--- config.mk ---
export PLATFORM = sky130hd
export DESIGN_NAME = adc_instruction_sequencer
export DESIGN_NICKNAME = d
export VERILOG_FILES = /design/src/seq_pkg.sv /design/src/adc_instruction_sequencer.sv
export SDC_FILE = /design/constraint.sdc
export NUM_CORES = 1
export LEC_CHECK = 0
export ABC_CLOCK_PERIOD_IN_PS = 7000
export CORE_MARGIN = 5
export CORE_UTILIZATION = 41
export CTS_BUF_LIST = sky130_fd_sc_hd__clkbuf_8
export DETAILED_ROUTE_END_ITERATION = 12
export DONT_BUFFER_PORTS = 1
export GPL_TIMING_DRIVEN = 0
export PLACE_DENSITY_LB_ADDON = 0.12
export SKIP_CTS_REPAIR_TIMING = 1
export SLEW_MARGIN = 20
export SYNTH_ARGS = -nofsm -noshare
export SYNTH_HDL_FRONTEND = slang
export SYNTH_SLANG_ARGS = --single-unit
--- constraint.sdc ---
create_clock -name sys_clk_i -period 7 [get_ports sys_clk_i]
set_input_delay 1.4 -clock sys_clk_i [delete_from_list [all_inputs] [get_ports sys_clk_i]]
set_output_delay 1.4 -clock sys_clk_i [all_outputs]
set_load 0.01 [all_outputs]
--- src/seq_pkg.sv ---
package seq_pkg;

	// ********************************************************
	// Register word addresses (byte address divided by two).
	// ********************************************************
	localparam logic [3:0] W_INSTR_LO = 4'h0;
	localparam logic [3:0] W_INSTR_HI = 4'h7;
	localparam logic [3:0] W_CONFIG   = 4'h8;
	localparam logic [3:0] W_INTEN    = 4'h9;
	localparam logic [3:0] W_STATUS   = 4'ha;
	localparam logic [3:0] W_TIMER    = 4'hb;
	localparam logic [3:0] W_FIFO     = 4'hc;

	// ********************************************************
	// Instruction word fields.
	// ********************************************************
	localparam int I_LOOP  = 0;
	localparam int I_PAUSE = 1;
	localparam int I_TMR   = 8;
	localparam int I_EIGHT = 9;
	localparam int I_SYNC  = 10;
	localparam int I_WDOG  = 11;
	localparam int I_ACQ   = 12;

	// ********************************************************
	// Limit word fields.
	// ********************************************************
	localparam int L_SIGN = 8;
	localparam int L_DIR  = 9;

	// ********************************************************
	// Configuration word fields.
	// ********************************************************
	localparam int C_START = 0;
	localparam int C_RESET = 1;
	localparam int C_AZ    = 2;
	localparam int C_FCAL  = 3;
	localparam int C_STBY  = 4;
	localparam int C_CMASK = 5;
	localparam int C_AZE   = 6;
	localparam int C_SYNCO = 7;
	localparam int C_PTR   = 8;

	// ********************************************************
	// Interrupt enable fields and event bit order.
	// ********************************************************
	localparam int E_ADDR = 8;
	localparam int E_CNT  = 11;
	localparam int limit_violation_irq     = 0;
	localparam int instruction_reached_irq = 1;
	localparam int fifo_threshold_irq      = 2;
	localparam int zero_offset_done_irq    = 3;
	localparam int self_cal_done_irq       = 4;
	localparam int sequencer_pause_irq     = 5;
	localparam int supply_low_irq          = 6;
	localparam int wake_return_irq         = 7;

	// ********************************************************
	// Reset values and timing counts in clock cycles.
	// ********************************************************
	localparam logic [15:0] RST_WORD = 16'h0000;
	localparam int TMR_DIV  = 32;
	localparam int TMR_OVH  = 2;
	localparam int ACQ_12   = 9;
	localparam int ACQ_8    = 6;
	localparam int ACQ_STEP = 2;
	localparam int CONV_12  = 44;
	localparam int CONV_8   = 21;

	// ********************************************************
	// Sequencer states; codes match the documented numbering.
	// ********************************************************
	typedef enum logic [2:0] {
		ST_FETCH   = 3'b000,
		ST_DECODE  = 3'b001,
		ST_CAL     = 3'b010,
		ST_TIMER   = 3'b011,
		ST_CONV    = 3'b100,
		ST_STORE   = 3'b101,
		ST_COMPARE = 3'b110,
		ST_ACQ     = 3'b111
	} seq_state_type;

endpackage

--- src/adc_instruction_sequencer.sv ---
`timescale 1ns/1ns
// Summary of operation
// - After the loop-bit instruction, return to instruction 0 while run stays set.
// - Timer wait only before instruction 0; others run back to back.
// - Raise FIFO threshold flag once stored results reach programmed count.
// - Draining FIFO words never clears the run bit.
// - Conversions push one result; watchdog steps push none.
// - Acquisition field bits 12-15 lengthen settling before conversion.
// - Interrupt enable holds instruction address that raises instruction flag.
// - Interrupt enable holds five-bit FIFO count for threshold flag.
// - Channel mask zero puts instruction number in result bits 13-15.
// - Sync configuration bit zero makes the sync pin an input.
// - Timer counts preset down once every 32 clocks.
// - Timer wait adds a fixed two-cycle overhead.
// - State 3 is timer run, state 2 calibration, entered only on request.
// - Bus width pin high gives byte access selected by address bit 0.
module adc_instruction_sequencer
	import seq_pkg::*;
#(
	parameter int FIFO_DEPTH = 32,
	parameter int CAL_CYC    = 64,
	parameter int AZ_CYC     = 16
)
(
	// Clock and reset.
	input  wire logic        sys_clk_i,
	input  wire logic        rst_i,
	// Host bus, synchronous to the common clock.
	input  wire logic        cs_i,
	input  wire logic        rd_i,
	input  wire logic        wr_i,
	input  wire logic [4:0]  addr_i,
	input  wire logic [15:0] data_i,
	output logic      [15:0] data_o,
	output logic             data_oe_n_o,
	input  wire logic        bus_width_select_i,
	// Converter core.
	input  wire logic [12:0] sample_i,
	output logic             conv_start_o,
	// Pins.
	input  wire logic        sync_i,
	output logic             sync_o,
	output logic             sync_oe_n_o,
	input  wire logic        supply_low_i,
	output logic             irq_o
);
	import seq_pkg::*;

	localparam int CW = 22;
	localparam int FA = $clog2(FIFO_DEPTH);

	// Merges a host write into a word, honouring byte access.
	function automatic logic [15:0] merge(input logic [15:0] old,
		input logic [15:0] d, input logic narrow, input logic hi);
		if (!narrow)
			merge = d;
		else if (hi)
			merge = {d[7:0], old[7:0]};
		else
			merge = {old[15:8], d[7:0]};
	endfunction

	// ********************************************************
	// Pin synchronisers.
	// ********************************************************
	logic [1:0] bw_s_r;
	logic [1:0] sy_s_r;
	logic [1:0] lo_s_r;
	logic       sy_d_r;
	logic       lo_d_r;

	// Two stages each; the second stage and, for sync and supply, its delayed copy feed logic.
	always_ff @(posedge sys_clk_i or posedge rst_i)
	begin
		if (rst_i)
		begin
			bw_s_r <= 2'h0;
			sy_s_r <= 2'h0;
			lo_s_r <= 2'h0;
			sy_d_r <= 1'b0;
			lo_d_r <= 1'b0;
		end
		else
		begin
			bw_s_r <= {bw_s_r[0], bus_width_select_i};
			sy_s_r <= {sy_s_r[0], sync_i};
			lo_s_r <= {lo_s_r[0], supply_low_i};
			sy_d_r <= sy_s_r[1];
			lo_d_r <= lo_s_r[1];
		end
	end

	// ********************************************************
	// Host decode.
	// ********************************************************
	logic        narrow;
	logic        hi;
	logic [3:0]  wa;
	logic        wr_en;
	logic        rd_en;
	logic        is_ins;

	assign narrow = bw_s_r[1];
	assign hi     = addr_i[0] & narrow;
	assign wa     = addr_i[4:1];
	assign wr_en  = cs_i & wr_i;
	assign rd_en  = cs_i & rd_i;
	assign is_ins = wa <= W_INSTR_HI;

	// ********************************************************
	// Registers.
	// ********************************************************
	logic [15:0] ins_mem [16];
	logic [15:0] lim_mem [16];
	logic [15:0] cfg_r;
	logic [15:0] ien_r;
	logic [15:0] tmr_r;
	logic [7:0]  flags_r;
	logic [7:0]  evt;
	logic [1:0]  ptr;
	logic [15:0] mw;
	logic [3:0]  mi;
	logic        cal_fin;
	logic        pause_evt;
	logic        stby_d_r;

	assign ptr = cfg_r[C_PTR+1:C_PTR];
	// Bank 0 holds instructions, banks 1 and 2 the two limit words.
	assign mi  = {ptr[1], wa[2:0]};
	assign mw  = ptr == 2'h0 ? ins_mem[{1'b0, wa[2:0]}] : lim_mem[mi];

	// Instruction and limit memories; pointer selects the bank.
	always_ff @(posedge sys_clk_i)
	begin
		if (wr_en && is_ins && ptr == 2'h0)
			ins_mem[{1'b0, wa[2:0]}] <= merge(mw, data_i, narrow, hi);
		if (wr_en && is_ins && ptr != 2'h0)
			lim_mem[mi] <= merge(mw, data_i, narrow, hi);
	end

	// Configuration; hardware clears one-shot commands.
	always_ff @(posedge sys_clk_i or posedge rst_i)
	begin
		if (rst_i)
			cfg_r <= RST_WORD;
		else
		begin
			if (wr_en && wa == W_CONFIG)
				cfg_r <= merge(cfg_r, data_i, narrow, hi);
			else
			begin
				// FIFO reads leave the run bit alone.
				cfg_r[C_RESET] <= 1'b0;
				if (pause_evt)
					cfg_r[C_START] <= 1'b0;
				if (cal_fin)
				begin
					cfg_r[C_FCAL] <= 1'b0;
					cfg_r[C_AZ]   <= 1'b0;
				end
			end
		end
	end

	// Interrupt enable and timer preset.
	always_ff @(posedge sys_clk_i or posedge rst_i)
	begin
		if (rst_i)
		begin
			ien_r <= RST_WORD;
			tmr_r <= RST_WORD;
		end
		else
		begin
			if (wr_en && wa == W_INTEN)
				ien_r <= merge(ien_r, data_i, narrow, hi);
			if (wr_en && wa == W_TIMER)
				tmr_r <= merge(tmr_r, data_i, narrow, hi);
		end
	end

	// Sticky flags; write one clears, a new event wins.
	always_ff @(posedge sys_clk_i or posedge rst_i)
	begin
		if (rst_i)
		begin
			flags_r  <= 8'h00;
			irq_o    <= 1'b0;
			stby_d_r <= 1'b0;
		end
		else
		begin
			stby_d_r <= cfg_r[C_STBY];
			if (wr_en && wa == W_STATUS && !hi)
				flags_r <= (flags_r & ~data_i[7:0]) | evt;
			else
				flags_r <= flags_r | evt;
			irq_o <= |(flags_r & ien_r[7:0]);
		end
	end

	// ********************************************************
	// Sequencer.
	// ********************************************************
	seq_state_type st_r;
	logic [2:0]    idx_r;
	logic [CW-1:0] cnt_r;
	logic [15:0]   ins;
	logic [12:0]   res_r;
	logic          go;
	logic          tmr_go;
	logic          cal_req;
	logic [CW-1:0] tmr_len;
	logic [CW-1:0] acq_len;
	logic [CW-1:0] conv_len;
	logic          viol;
	logic          adv;
	logic          in_rdy;
	logic [8:0]    smp8;
	logic [15:0]   l1;
	logic [15:0]   l2;

	assign ins = ins_mem[{1'b0, idx_r}];
	// A sync-gated instruction waits for a sync edge only when input.
	assign go = cfg_r[C_START] && !cfg_r[C_STBY] &&
		(!(ins[I_SYNC] && !cfg_r[C_SYNCO]) || (sy_s_r[1] && !sy_d_r));
	assign tmr_go  = idx_r == 3'h0 && ins[I_TMR];
	assign cal_req = cfg_r[C_FCAL] | cfg_r[C_AZ] | cfg_r[C_AZE];
	// Preset times 32 plus the fixed overhead, less one.
	assign tmr_len = CW'(tmr_r) * CW'(TMR_DIV) + CW'(TMR_OVH - 1);
	// Settling grows with the acquisition field.
	assign acq_len = CW'(ins[I_EIGHT] ? ACQ_8 : ACQ_12) - CW'(1) +
		CW'(ins[15:I_ACQ]) * CW'(ACQ_STEP);
	assign conv_len = CW'(ins[I_EIGHT] ? CONV_8 : CONV_12) - CW'(1);
	assign adv = st_r == ST_COMPARE || (st_r == ST_STORE && in_rdy);
	assign pause_evt = adv && ins[I_PAUSE];
	assign cal_fin = st_r == ST_CAL && cnt_r == '0;

	// Watchdog compares 8 bits plus sign against both limits.
	assign smp8 = sample_i[12:4];
	assign l1 = lim_mem[{1'b0, idx_r}];
	assign l2 = lim_mem[{1'b1, idx_r}];
	assign viol =
		(l1[L_DIR] ? $signed(smp8) > $signed(l1[8:0])
			: $signed(smp8) < $signed(l1[8:0])) ||
		(l2[L_DIR] ? $signed(smp8) > $signed(l2[8:0])
			: $signed(smp8) < $signed(l2[8:0]));

	// Main sequencer flow; stops at fetch between instructions, or in store while the buffer is full.
	always_ff @(posedge sys_clk_i or posedge rst_i)
	begin
		if (rst_i)
		begin
			st_r  <= ST_FETCH;
			idx_r <= 3'h0;
			cnt_r <= '0;
		end
		else if (cfg_r[C_RESET])
		begin
			st_r  <= ST_FETCH;
			idx_r <= 3'h0;
		end
		else
		begin
			case (st_r)
				ST_FETCH:
					if (go)
						st_r <= ST_DECODE;
				ST_DECODE:
					// Calibration and timer only when asked for.
					if (cal_req)
					begin
						st_r  <= ST_CAL;
						cnt_r <= CW'(cfg_r[C_FCAL] ? CAL_CYC - 1 : AZ_CYC - 1);
					end
					else if (tmr_go)
					begin
						st_r  <= ST_TIMER;
						cnt_r <= tmr_len;
					end
					else
					begin
						st_r  <= ST_ACQ;
						cnt_r <= acq_len;
					end
				ST_CAL:
					if (cnt_r == '0)
					begin
						st_r  <= tmr_go ? ST_TIMER : ST_ACQ;
						cnt_r <= tmr_go ? tmr_len : acq_len;
					end
					else
						cnt_r <= cnt_r - CW'(1);
				ST_TIMER:
					if (cnt_r == '0)
					begin
						st_r  <= ST_ACQ;
						cnt_r <= acq_len;
					end
					else
						cnt_r <= cnt_r - CW'(1);
				ST_ACQ:
					if (cnt_r == '0)
					begin
						// Watchdog steps skip conversion entirely.
						st_r  <= ins[I_WDOG] ? ST_COMPARE : ST_CONV;
						cnt_r <= conv_len;
					end
					else
						cnt_r <= cnt_r - CW'(1);
				ST_CONV:
					if (cnt_r == '0)
						st_r <= ST_STORE;
					else
						cnt_r <= cnt_r - CW'(1);
				ST_STORE, ST_COMPARE:
					if (adv)
					begin
						st_r  <= ST_FETCH;
						idx_r <= ins[I_LOOP] ? 3'h0 : idx_r + 3'h1;
					end
				default:
					st_r <= ST_FETCH;
			endcase
		end
	end

	// Result capture and converter and sync pin drive.
	always_ff @(posedge sys_clk_i or posedge rst_i)
	begin
		if (rst_i)
		begin
			res_r        <= 13'h0000;
			conv_start_o <= 1'b0;
			sync_o       <= 1'b0;
			sync_oe_n_o  <= 1'b1;
		end
		else
		begin
			if (st_r == ST_CONV && cnt_r == '0)
				res_r <= sample_i;
			conv_start_o <= st_r == ST_ACQ && cnt_r == '0 &&
				!ins[I_WDOG];
			sync_oe_n_o  <= !cfg_r[C_SYNCO];
			sync_o       <= st_r == ST_CONV;
		end
	end

	// ********************************************************
	// Two-entry buffer in front of the FIFO.
	// ********************************************************
	logic [15:0] buf_q [2];
	logic        bwp_r;
	logic        brp_r;
	logic [1:0]  bcnt_r;
	logic        in_val;
	logic [15:0] in_word;
	logic        out_val;
	logic        out_rdy;
	logic        pop;

	assign in_val  = st_r == ST_STORE;
	assign in_rdy  = bcnt_r != 2'h2;
	assign out_val = bcnt_r != 2'h0;
	// Instruction number tags the result when the mask bit is clear.
	assign in_word = cfg_r[C_CMASK] ? {{3{res_r[12]}}, res_r}
		: {idx_r, res_r};

	// A stalled FIFO stops the sequencer in the store state.
	always_ff @(posedge sys_clk_i or posedge rst_i)
	begin
		if (rst_i)
		begin
			bwp_r  <= 1'b0;
			brp_r  <= 1'b0;
			bcnt_r <= 2'h0;
		end
		else
		begin
			if (in_val && in_rdy)
			begin
				buf_q[bwp_r] <= in_word;
				bwp_r        <= ~bwp_r;
			end
			if (out_val && out_rdy)
				brp_r <= ~brp_r;
			bcnt_r <= bcnt_r + 2'(in_val && in_rdy) - 2'(out_val && out_rdy);
		end
	end

	// ********************************************************
	// Result FIFO.
	// ********************************************************
	logic [15:0]   fifo_mem [FIFO_DEPTH];
	logic [FA-1:0] fwp_r;
	logic [FA-1:0] frp_r;
	logic [FA:0]   fcnt_r;
	logic [7:0]    hold_r;

	assign out_rdy = fcnt_r != (FA+1)'(FIFO_DEPTH);
	// Narrow access pops on the low byte only; high byte is held.
	assign pop = rd_en && wa == W_FIFO && !hi && fcnt_r != '0;

	// FIFO pointers and count; reset command empties it.
	always_ff @(posedge sys_clk_i or posedge rst_i)
	begin
		if (rst_i)
		begin
			fwp_r  <= '0;
			frp_r  <= '0;
			fcnt_r <= '0;
			hold_r <= 8'h00;
		end
		else if (cfg_r[C_RESET])
		begin
			fwp_r  <= '0;
			frp_r  <= '0;
			fcnt_r <= '0;
		end
		else
		begin
			if (out_val && out_rdy)
			begin
				fifo_mem[fwp_r] <= buf_q[brp_r];
				fwp_r           <= fwp_r + FA'(1);
			end
			if (pop)
			begin
				frp_r  <= frp_r + FA'(1);
				hold_r <= fifo_mem[frp_r][15:8];
			end
			fcnt_r <= fcnt_r + (FA+1)'(out_val && out_rdy) - (FA+1)'(pop);
		end
	end

	// ********************************************************
	// Events.
	// ********************************************************
	always_comb
	begin
		evt = 8'h00;
		evt[limit_violation_irq] = st_r == ST_COMPARE && viol;
		// Instruction address field picks the reporting step.
		evt[instruction_reached_irq] = st_r == ST_FETCH && go &&
			idx_r == ien_r[E_ADDR+2:E_ADDR];
		// Five-bit count field sets the threshold.
		evt[fifo_threshold_irq] = ien_r[15:E_CNT] != 5'h00 &&
			fcnt_r >= (FA+1)'(ien_r[15:E_CNT]);
		evt[zero_offset_done_irq] = cal_fin && !cfg_r[C_FCAL];
		evt[self_cal_done_irq] = cal_fin && cfg_r[C_FCAL];
		evt[sequencer_pause_irq] = pause_evt;
		evt[supply_low_irq] = lo_s_r[1] && !lo_d_r;
		evt[wake_return_irq] = stby_d_r && !cfg_r[C_STBY];
	end

	// ********************************************************
	// Read path; data valid while the enable is low.
	// ********************************************************
	logic [15:0] rw;

	always_comb
	begin
		rw = 16'h0000;
		if (is_ins)
			rw = mw;
		else
			case (wa)
				W_CONFIG: rw = cfg_r;
				W_INTEN:  rw = ien_r;
				W_STATUS: rw = {2'h0, 6'(fcnt_r), flags_r};
				W_TIMER:  rw = tmr_r;
				W_FIFO:   rw = fifo_mem[frp_r];
				default:  rw = 16'h0000;
			endcase
	end

	// One registered cycle after the strobe the word is driven.
	always_ff @(posedge sys_clk_i or posedge rst_i)
	begin
		if (rst_i)
		begin
			data_o      <= 16'h0000;
			data_oe_n_o <= 1'b1;
		end
		else
		begin
			data_oe_n_o <= !rd_en;
			if (rd_en)
			begin
				if (!narrow)
					data_o <= rw;
				else if (wa == W_FIFO && hi)
					data_o <= {8'h00, hold_r};
				else
					data_o <= {8'h00, hi ? rw[15:8] : rw[7:0]};
			end
		end
	end

endmodule

==> run summary, run 1 <==
Peak supply drop -> 0.202 mV
Fin cells -> 4437
Mapped Nets -> 2636
Status -> finished clean
Critical path class -> reg2reg
Max Cap Viol -> 0
Layout cells sized above 1 -> 27.9%
Mapped Cells -> 2548
I/O pins -> 63
Initial antenna violation count -> 8
Total track usage -> 23.5%
Post-synthesis cell area -> 46000 um2
Ys async rst share -> 14.3%
Fin crit share -> 81.9%
Commonest non-fill, non-tap cell in the layout -> edfxtp_1
Largest net degree at the start of global routing -> 91
Combinational cell fraction of total power -> 25.3%
Starting Density -> 41.1%
Area grow syn2layout -> 14.4%
Sequential Power Share -> 44.8%
Syn Area/Cell -> 18.1 um2
DR iter-0 viols -> 2726
Post-synth top flop -> edfxtp_1
Die area -> 119000 um2
Drt wl/cell -> 32.0 um
Clock-pin slew on the worst setup and hold paths -> 0.06 ns
Routability-driven placement congestion ratio -> 0.931
Final Hold Fails -> 0
Synthesized flop and latch total -> 1083
Setup WS pre-CTS -> 1.28 ns
Synth cell types -> 70
Placed Instances -> 4097
Root buffer cell -> clkbuf_8
Yosys warns -> 0
Clock share of power -> 29.9%
TritonCTS clock tree -> yes
Skew-Pair Late Insertion Delay -> 0.88 ns
WP data required -> 7.75 ns
# setup viols final -> 0
Commonest non-fill, non-tap cells in the layout -> edfxtp_1, mux4_2, clkbuf_8, dfrtp_1, nand2_1
DRC -> 0
Pre-antenna DRT Iters -> 6
Vias post-DR -> 26200
Fin. max-slew vios -> 0
Design Power -> 18.0 mW
Post-synth EDFFs -> 928
Final Hold Slack -> 0.347 ns
RSZ-0062 raised after global routing -> no
Slew margin rel. -> 16.8%
Grt ovf -> 0
Num CTS Buffers -> 183
Routed WL -> 142000 um
Drt via density -> 5.90
Final critical-path required period -> 5.73 ns
Final total negative setup slack -> 0 ns
Sw frac -> 32.1%
Sw Pwr -> 5.79 mW
H-tree levels -> 4
Worst Clk Skew -> 0.0364 ns
Row count -> 123
Final nets -> 2870
Maximum clock rate -> 175 MHz
IO buf count -> 0
Critical Path AT -> 6.48 ns
Clk sinks -> 1083
Final HPWL DP -> 97000 um
Hold Path Class -> reg2reg
Critical Path Source Type -> register
Total core area -> 112000 um2
P_leak -> 17.5 nW
Fin util -> 47.0%
Pwr Density -> 342 nW/um2
Die width -> 345 um
Crit Path Max Fanout -> 10
Longest Clk Path Bufs -> 3
Antenna violation net count after detailed routing -> 0
CP endpoint kind -> register
Fin area -> 52700 um2
Final worst slack -> 1.27 ns
Die extent in y -> 345 um
Pin slew with the least headroom to its limit -> 1.25 ns
Global-route wire length before repair -> 201000 um
Internal -> 12.2 mW
Placement Cell Area -> 49200 um2
Seq/Total Area, Yosys -> 68.9%
Vias in the first global route -> 27000
layer usage:
metal / track usage [%] / share of wire (%)
met1: 31.4 / 41
met3: 5.34 / 7.2
met2: 38.1 / 49
met5: 0 / 0
met4: 8.74 / 3.5
logic make-up after synthesis:
group | count (synthesis) | share of synthesized area [%]
mux | 469 | 19.1
compound gates | 318 | 4.44
buf+inv | 181 | 1.65
simple gates | 427 | 4.18
fa+ha+maj | 46 | 1.28
flops | 1083 | 68.9
xor+xnor | 24 | 0.456
power by group through the flow:
stage               logic [mW]  clock network, mW  registers [mW]
floorplan                 2.95                  0            8.07
global placement          4.34                  0            8.19
detailed placement        4.60                  0            8.20
CTS                       4.61               5.50            8.07
global route              4.91               5.78            8.12
finish                    4.56               5.38            8.08
layout make-up:
type | instances | area [um2]
well taps | 1500 | 1880
clock buffers | 198 | 2730
multi-input cells | 1284 | 14000
flip-flops and latches | 1083 | 31700
fillers | 9729 | 59400
inverters | 43 | 169
plain buffers | 138 | 603
clock inverters | 136 | 731
repair buffers | 49 | 795
diodes | 6 | 15.0
final timing paths:
path                            from  cells after the start  slack (ns)          end
setup / recovery            idx_r[1]                     14        1.27   flags_r[0]
hold / removal             lo_s_r[0]                      0        0.35    lo_s_r[1]
setup reg to reg            idx_r[1]                     14        1.27   flags_r[0]
hold reg to reg            lo_s_r[0]                      0        0.35    lo_s_r[1]
max in group asynchronous      rst_i                      2        5.66  sync_oe_n_o
min in group asynchronous      rst_i                      1        0.44   data_o[15]
cells in the mapped netlist, types with 34 or more instances:
cell type / number / area, um2
a21oi_1: 95 / 475
a22oi_1: 34 / 255
buf_2: 39 / 195
clkbuf_1: 73 / 274
dfrtp_1: 153 / 3830
edfxtp_1: 928 / 27900
ha_1: 44 / 551
inv_1: 42 / 158
mux2_2: 80 / 901
mux2i_1: 71 / 711
mux4_2: 318 / 7160
nand2_1: 129 / 484
nor2_1: 162 / 608
o21ai_0: 77 / 385
sequential cells by signal, summed over array words and instances (netlist names), 3 cells and up:
register,flops
hold_r,8
fcnt_r,6
buf_q,32
ins_mem,128
st_r,3
idx_r,3
cfg_r,16
res_r,13
ien_r,16
tmr_r,16
fwp_r,5
fifo_mem,512
data_o,16
lim_mem,256
flags_r,8
frp_r,5
cnt_r,22
critical path: stages, from the launching register on:
cell and delay [ns]:
dfrtp_1 0.47, buf_1 0.79, clkbuf_1 0.77, clkbuf_1 0.95, mux4_2 0.43, mux2i_1 0.28
ha_1 0.23, nand2b_1 0.08, a2111oi_0 0.34, o21ai_0 0.15, o21ai_0 0.25, mux2i_1 0.26
o311ai_2 0.12, buf_4 0.20, a32o_1 0.27
(Power assumes the default switching activity.)
==> inputs of run 2 (changes only) <==
- ABC_AREA: default -> 1
- ABC_CLOCK_PERIOD_IN_PS: 7000 -> 5340
- clock period: 7 -> 5.34 ns (I/O delays scaled with it)
==> run 2 against run 1 <==
Net effect:
- clock power grew 30%
- fmax up 9.5%
- register-to-register slack got worse by 1.2 ns
- non-clock buffer count rose by 105
- total power increased by 39%
- worst hold slack lost 0.16 ns
- first-iteration DRC count is 69% higher
- worst setup slack got worse by 1.2 ns
- sequential share of layout area is 1.5 points lower
- clock skew rose by 0.0057 ns
- synthesized area rose by 3.0%
- die area up 3.0%
- largest cell class unchanged
- highest routed layer is now met5
==> run summary, run 2 <==
Fin cells -> 6332
Design Power -> 25.0 mW
Seq/Total Area, Yosys -> 66.9%
Fin util -> 47.1%
Syn Area/Cell -> 10.7 um2
Starting Density -> 41.4%
Final Hold Slack -> 0.189 ns
Critical path class -> reg2reg
Synthesized flop and latch total -> 1083
Fillers -> 10700
TritonCTS clock tree -> yes
Mapped Nets -> 4517
Num CTS Buffers -> 182
Reg2reg setup slack -> 0.11 ns
Area contributors post-synth -> edfxtp_1, nand2_1, dfrtp_1
Die width -> 350 um
CP endpoint kind -> register
Final nets -> 4758
Commonest non-fill, non-tap cell in the layout -> nand2_1
Worst reg2reg path endpoint -> flags_r[0]
Mapped Cells -> 4429
CP max-delay cell -> clkdlybuf4s15_1
Pre-antenna DRT Iters -> 5
Peak supply drop -> 0.224 mV
Ys async rst share -> 14.3%
Worst Clk Skew -> 0.0421 ns
Biggest register -> fifo_mem
Critical path depth -> 15
Max FFs per register -> 512
CP endpoint -> flags_r[0]
Root buffer cell -> clkbuf_8
Final Hold Fails -> 0
H-tree levels -> 4
Bufs and invs on worst path -> 3
DR iter-0 viols -> 4602
Max Cap Viol -> 0
Clock-pin slew on the worst setup and hold paths -> 0.06 ns
Clk sinks -> 1083
Leading area contributor after synthesis -> edfxtp_1
Vias post-DR -> 36100
Routability-driven placement congestion ratio -> 0.923
Final critical-path required period -> 5.23 ns
Global-route wire length before repair -> 241000 um
Commonest cells in the netlist -> nand2_1, edfxtp_1, nor2_1, o21ai_0, nand3_1
Antenna violation net count after detailed routing -> 0
Pwr Density -> 463 nW/um2
Layout cells sized above 1 -> 10.8%
Post-synthesis cell area -> 47400 um2
Longest Clk Path Bufs -> 3
Total track usage -> 27.2%
Hold depth -> 0
Post-synth top flop -> edfxtp_1
Placed Instances -> 5997
RR Startpoint -> idx_r[2]
Critical Path Source Type -> register
Count leader, synth -> nand2_1
Grt ovf -> 0
Drt via density -> 5.71
Worst path max stage delay -> 0.93 ns
P_leak -> 20.0 nW
Skew-Pair Late Insertion Delay -> 0.90 ns
Fin crit share -> 98.0%
Drt wl/cell -> 26.7 um
Final HPWL DP -> 119000 um
Post-synth EDFFs -> 928
Post-synth top area share -> 58.7%
WP data required -> 6.15 ns
Largest net degree at the start of global routing -> 33
Die extent in y -> 350 um
Worst path top cell family by delay -> buffers and inverters
Fin area -> 54000 um2
Total core area -> 115000 um2
Crit. Startpoint -> idx_r[2]
Critical Path AT -> 6.05 ns
Die area -> 123000 um2
Fin. max-slew vios -> 0
Row count -> 124
Initial antenna violation count -> 13
Placement Cell Area -> 50600 um2
Routed WL -> 169000 um
DRC -> 0
IO buf count -> 0
Hold Path Class -> in2reg
RSZ-0062 raised after global routing -> no
Synth cell types -> 56
I/O pins -> 63
Cells along the critical path -> buf_1 > clkdlybuf4s15_1 > buf_1 > o221ai_1 > o21ai_0 > ha_1 > a21oi_1 > o21ai_0 > nand2_1 > o2111ai_1 > o21ai_0 > nor2_1 > o21ai_0 > nand2_1 > nand2_1
Cell count of the worst reg-to-reg path -> 15
Yosys warns -> 0
Slew margin rel. -> 18.7%
Area grow syn2layout -> 13.9%
Commonest non-fill, non-tap cells in the layout -> nand2_1, edfxtp_1, o21ai_0, nor2_1, inv_1
Status -> finished clean
# setup viols final -> 0
Worst path most repeated cell -> o21ai_0
Crit Path Max Fanout -> 10
Maximum clock rate -> 191 MHz
Vias in the first global route -> 34100
Pin slew with the least headroom to its limit -> 1.22 ns
[run 2: cell count changes in the layout (fill, tap and decap cells not counted), sizes merged, moves of 45 or more]
cell    change
mux4      -318
o211ai     +78
nand4      +45
inv       +187
nand3     +197
buf        +59
nand2     +936
nor2      +367
mux2i      -71
mux2       -80
o21ai     +476
[run 2: worst reg2reg max path, stage by stage, from the launching register on]
cell	delay, ns
dfrtp_1	0.42
buf_1	0.57
clkdlybuf4s15_1	0.94
buf_1	0.88
o221ai_1	0.38
o21ai_0	0.22
ha_1	0.30
a21oi_1	0.14
o21ai_0	0.09
nand2_1	0.08
o2111ai_1	0.09
o21ai_0	0.12
nor2_1	0.07
o21ai_0	0.56
nand2_1	0.20
nand2_1	0.11
[run 2: cell type report]
class                   instances  area [um2]  share of cell area, %
diodes                          6        15.0                 0.0278
plain buffers                 235        1120                   2.08
clock buffers                 195        2680                   4.97
clock inverters               133         678                   1.26
inverters                     224         845                   1.56
multi-input cells            2887       14200                   26.2
flip-flops and latches       1083       31700                   58.8
well taps                    1512        1890                   3.50
repair buffers                 57         873                   1.62
[run 2: worst min path at each step]
stage / slack [ns] / end / from
floorplan: 0.33 / bw_s_r[1] / bw_s_r[0]
global placement: 0.33 / sy_s_r[1] / sy_s_r[0]
detailed placement: 0.34 / sy_s_r[1] / sy_s_r[0]
CTS: -0.09 / bw_s_r[0] / rst_i
global route: 0.12 / sy_s_r[0] / sync_i
finish: 0.19 / lo_s_r[0] / supply_low_i
[run 2: metal layers]
layer	routed length (um)	vias to the layer above	global-route usage, %
met1	74600	17900	41.1
li1	-	16000	-
met3	18600	320	6.93
met2	70600	1887	38.3
met4	5240	2	8.96
met5	13	-	0
[run 2: cell families (layout without fill, tap and decap cells)]
group	after synthesis	in the layout	share of synthesized area, %
simple gates	1916	1916	16.5
flops	1083	1083	66.9
compound gates	901	901	10.7
buf+inv	459	844	4.12
fa+ha+maj	46	46	1.24
xor+xnor	24	24	0.443
other cells	0	6	0
[run 2: power breakdown]
group | internal [mW] | switching, mW
Sequential | 10.4 | 0.355
Clock | 3.48 | 3.50
Combinational | 1.82 | 5.45
[run 2: through the flow]
stage	setup TNS [ns]	setup slack, ns
after detailed placement	0	0.172
after CTS	0	0.132
after global placement	-24.46	-0.798
final	0	0.105
after floorplan	0	0.907
after global routing	0	0.00404
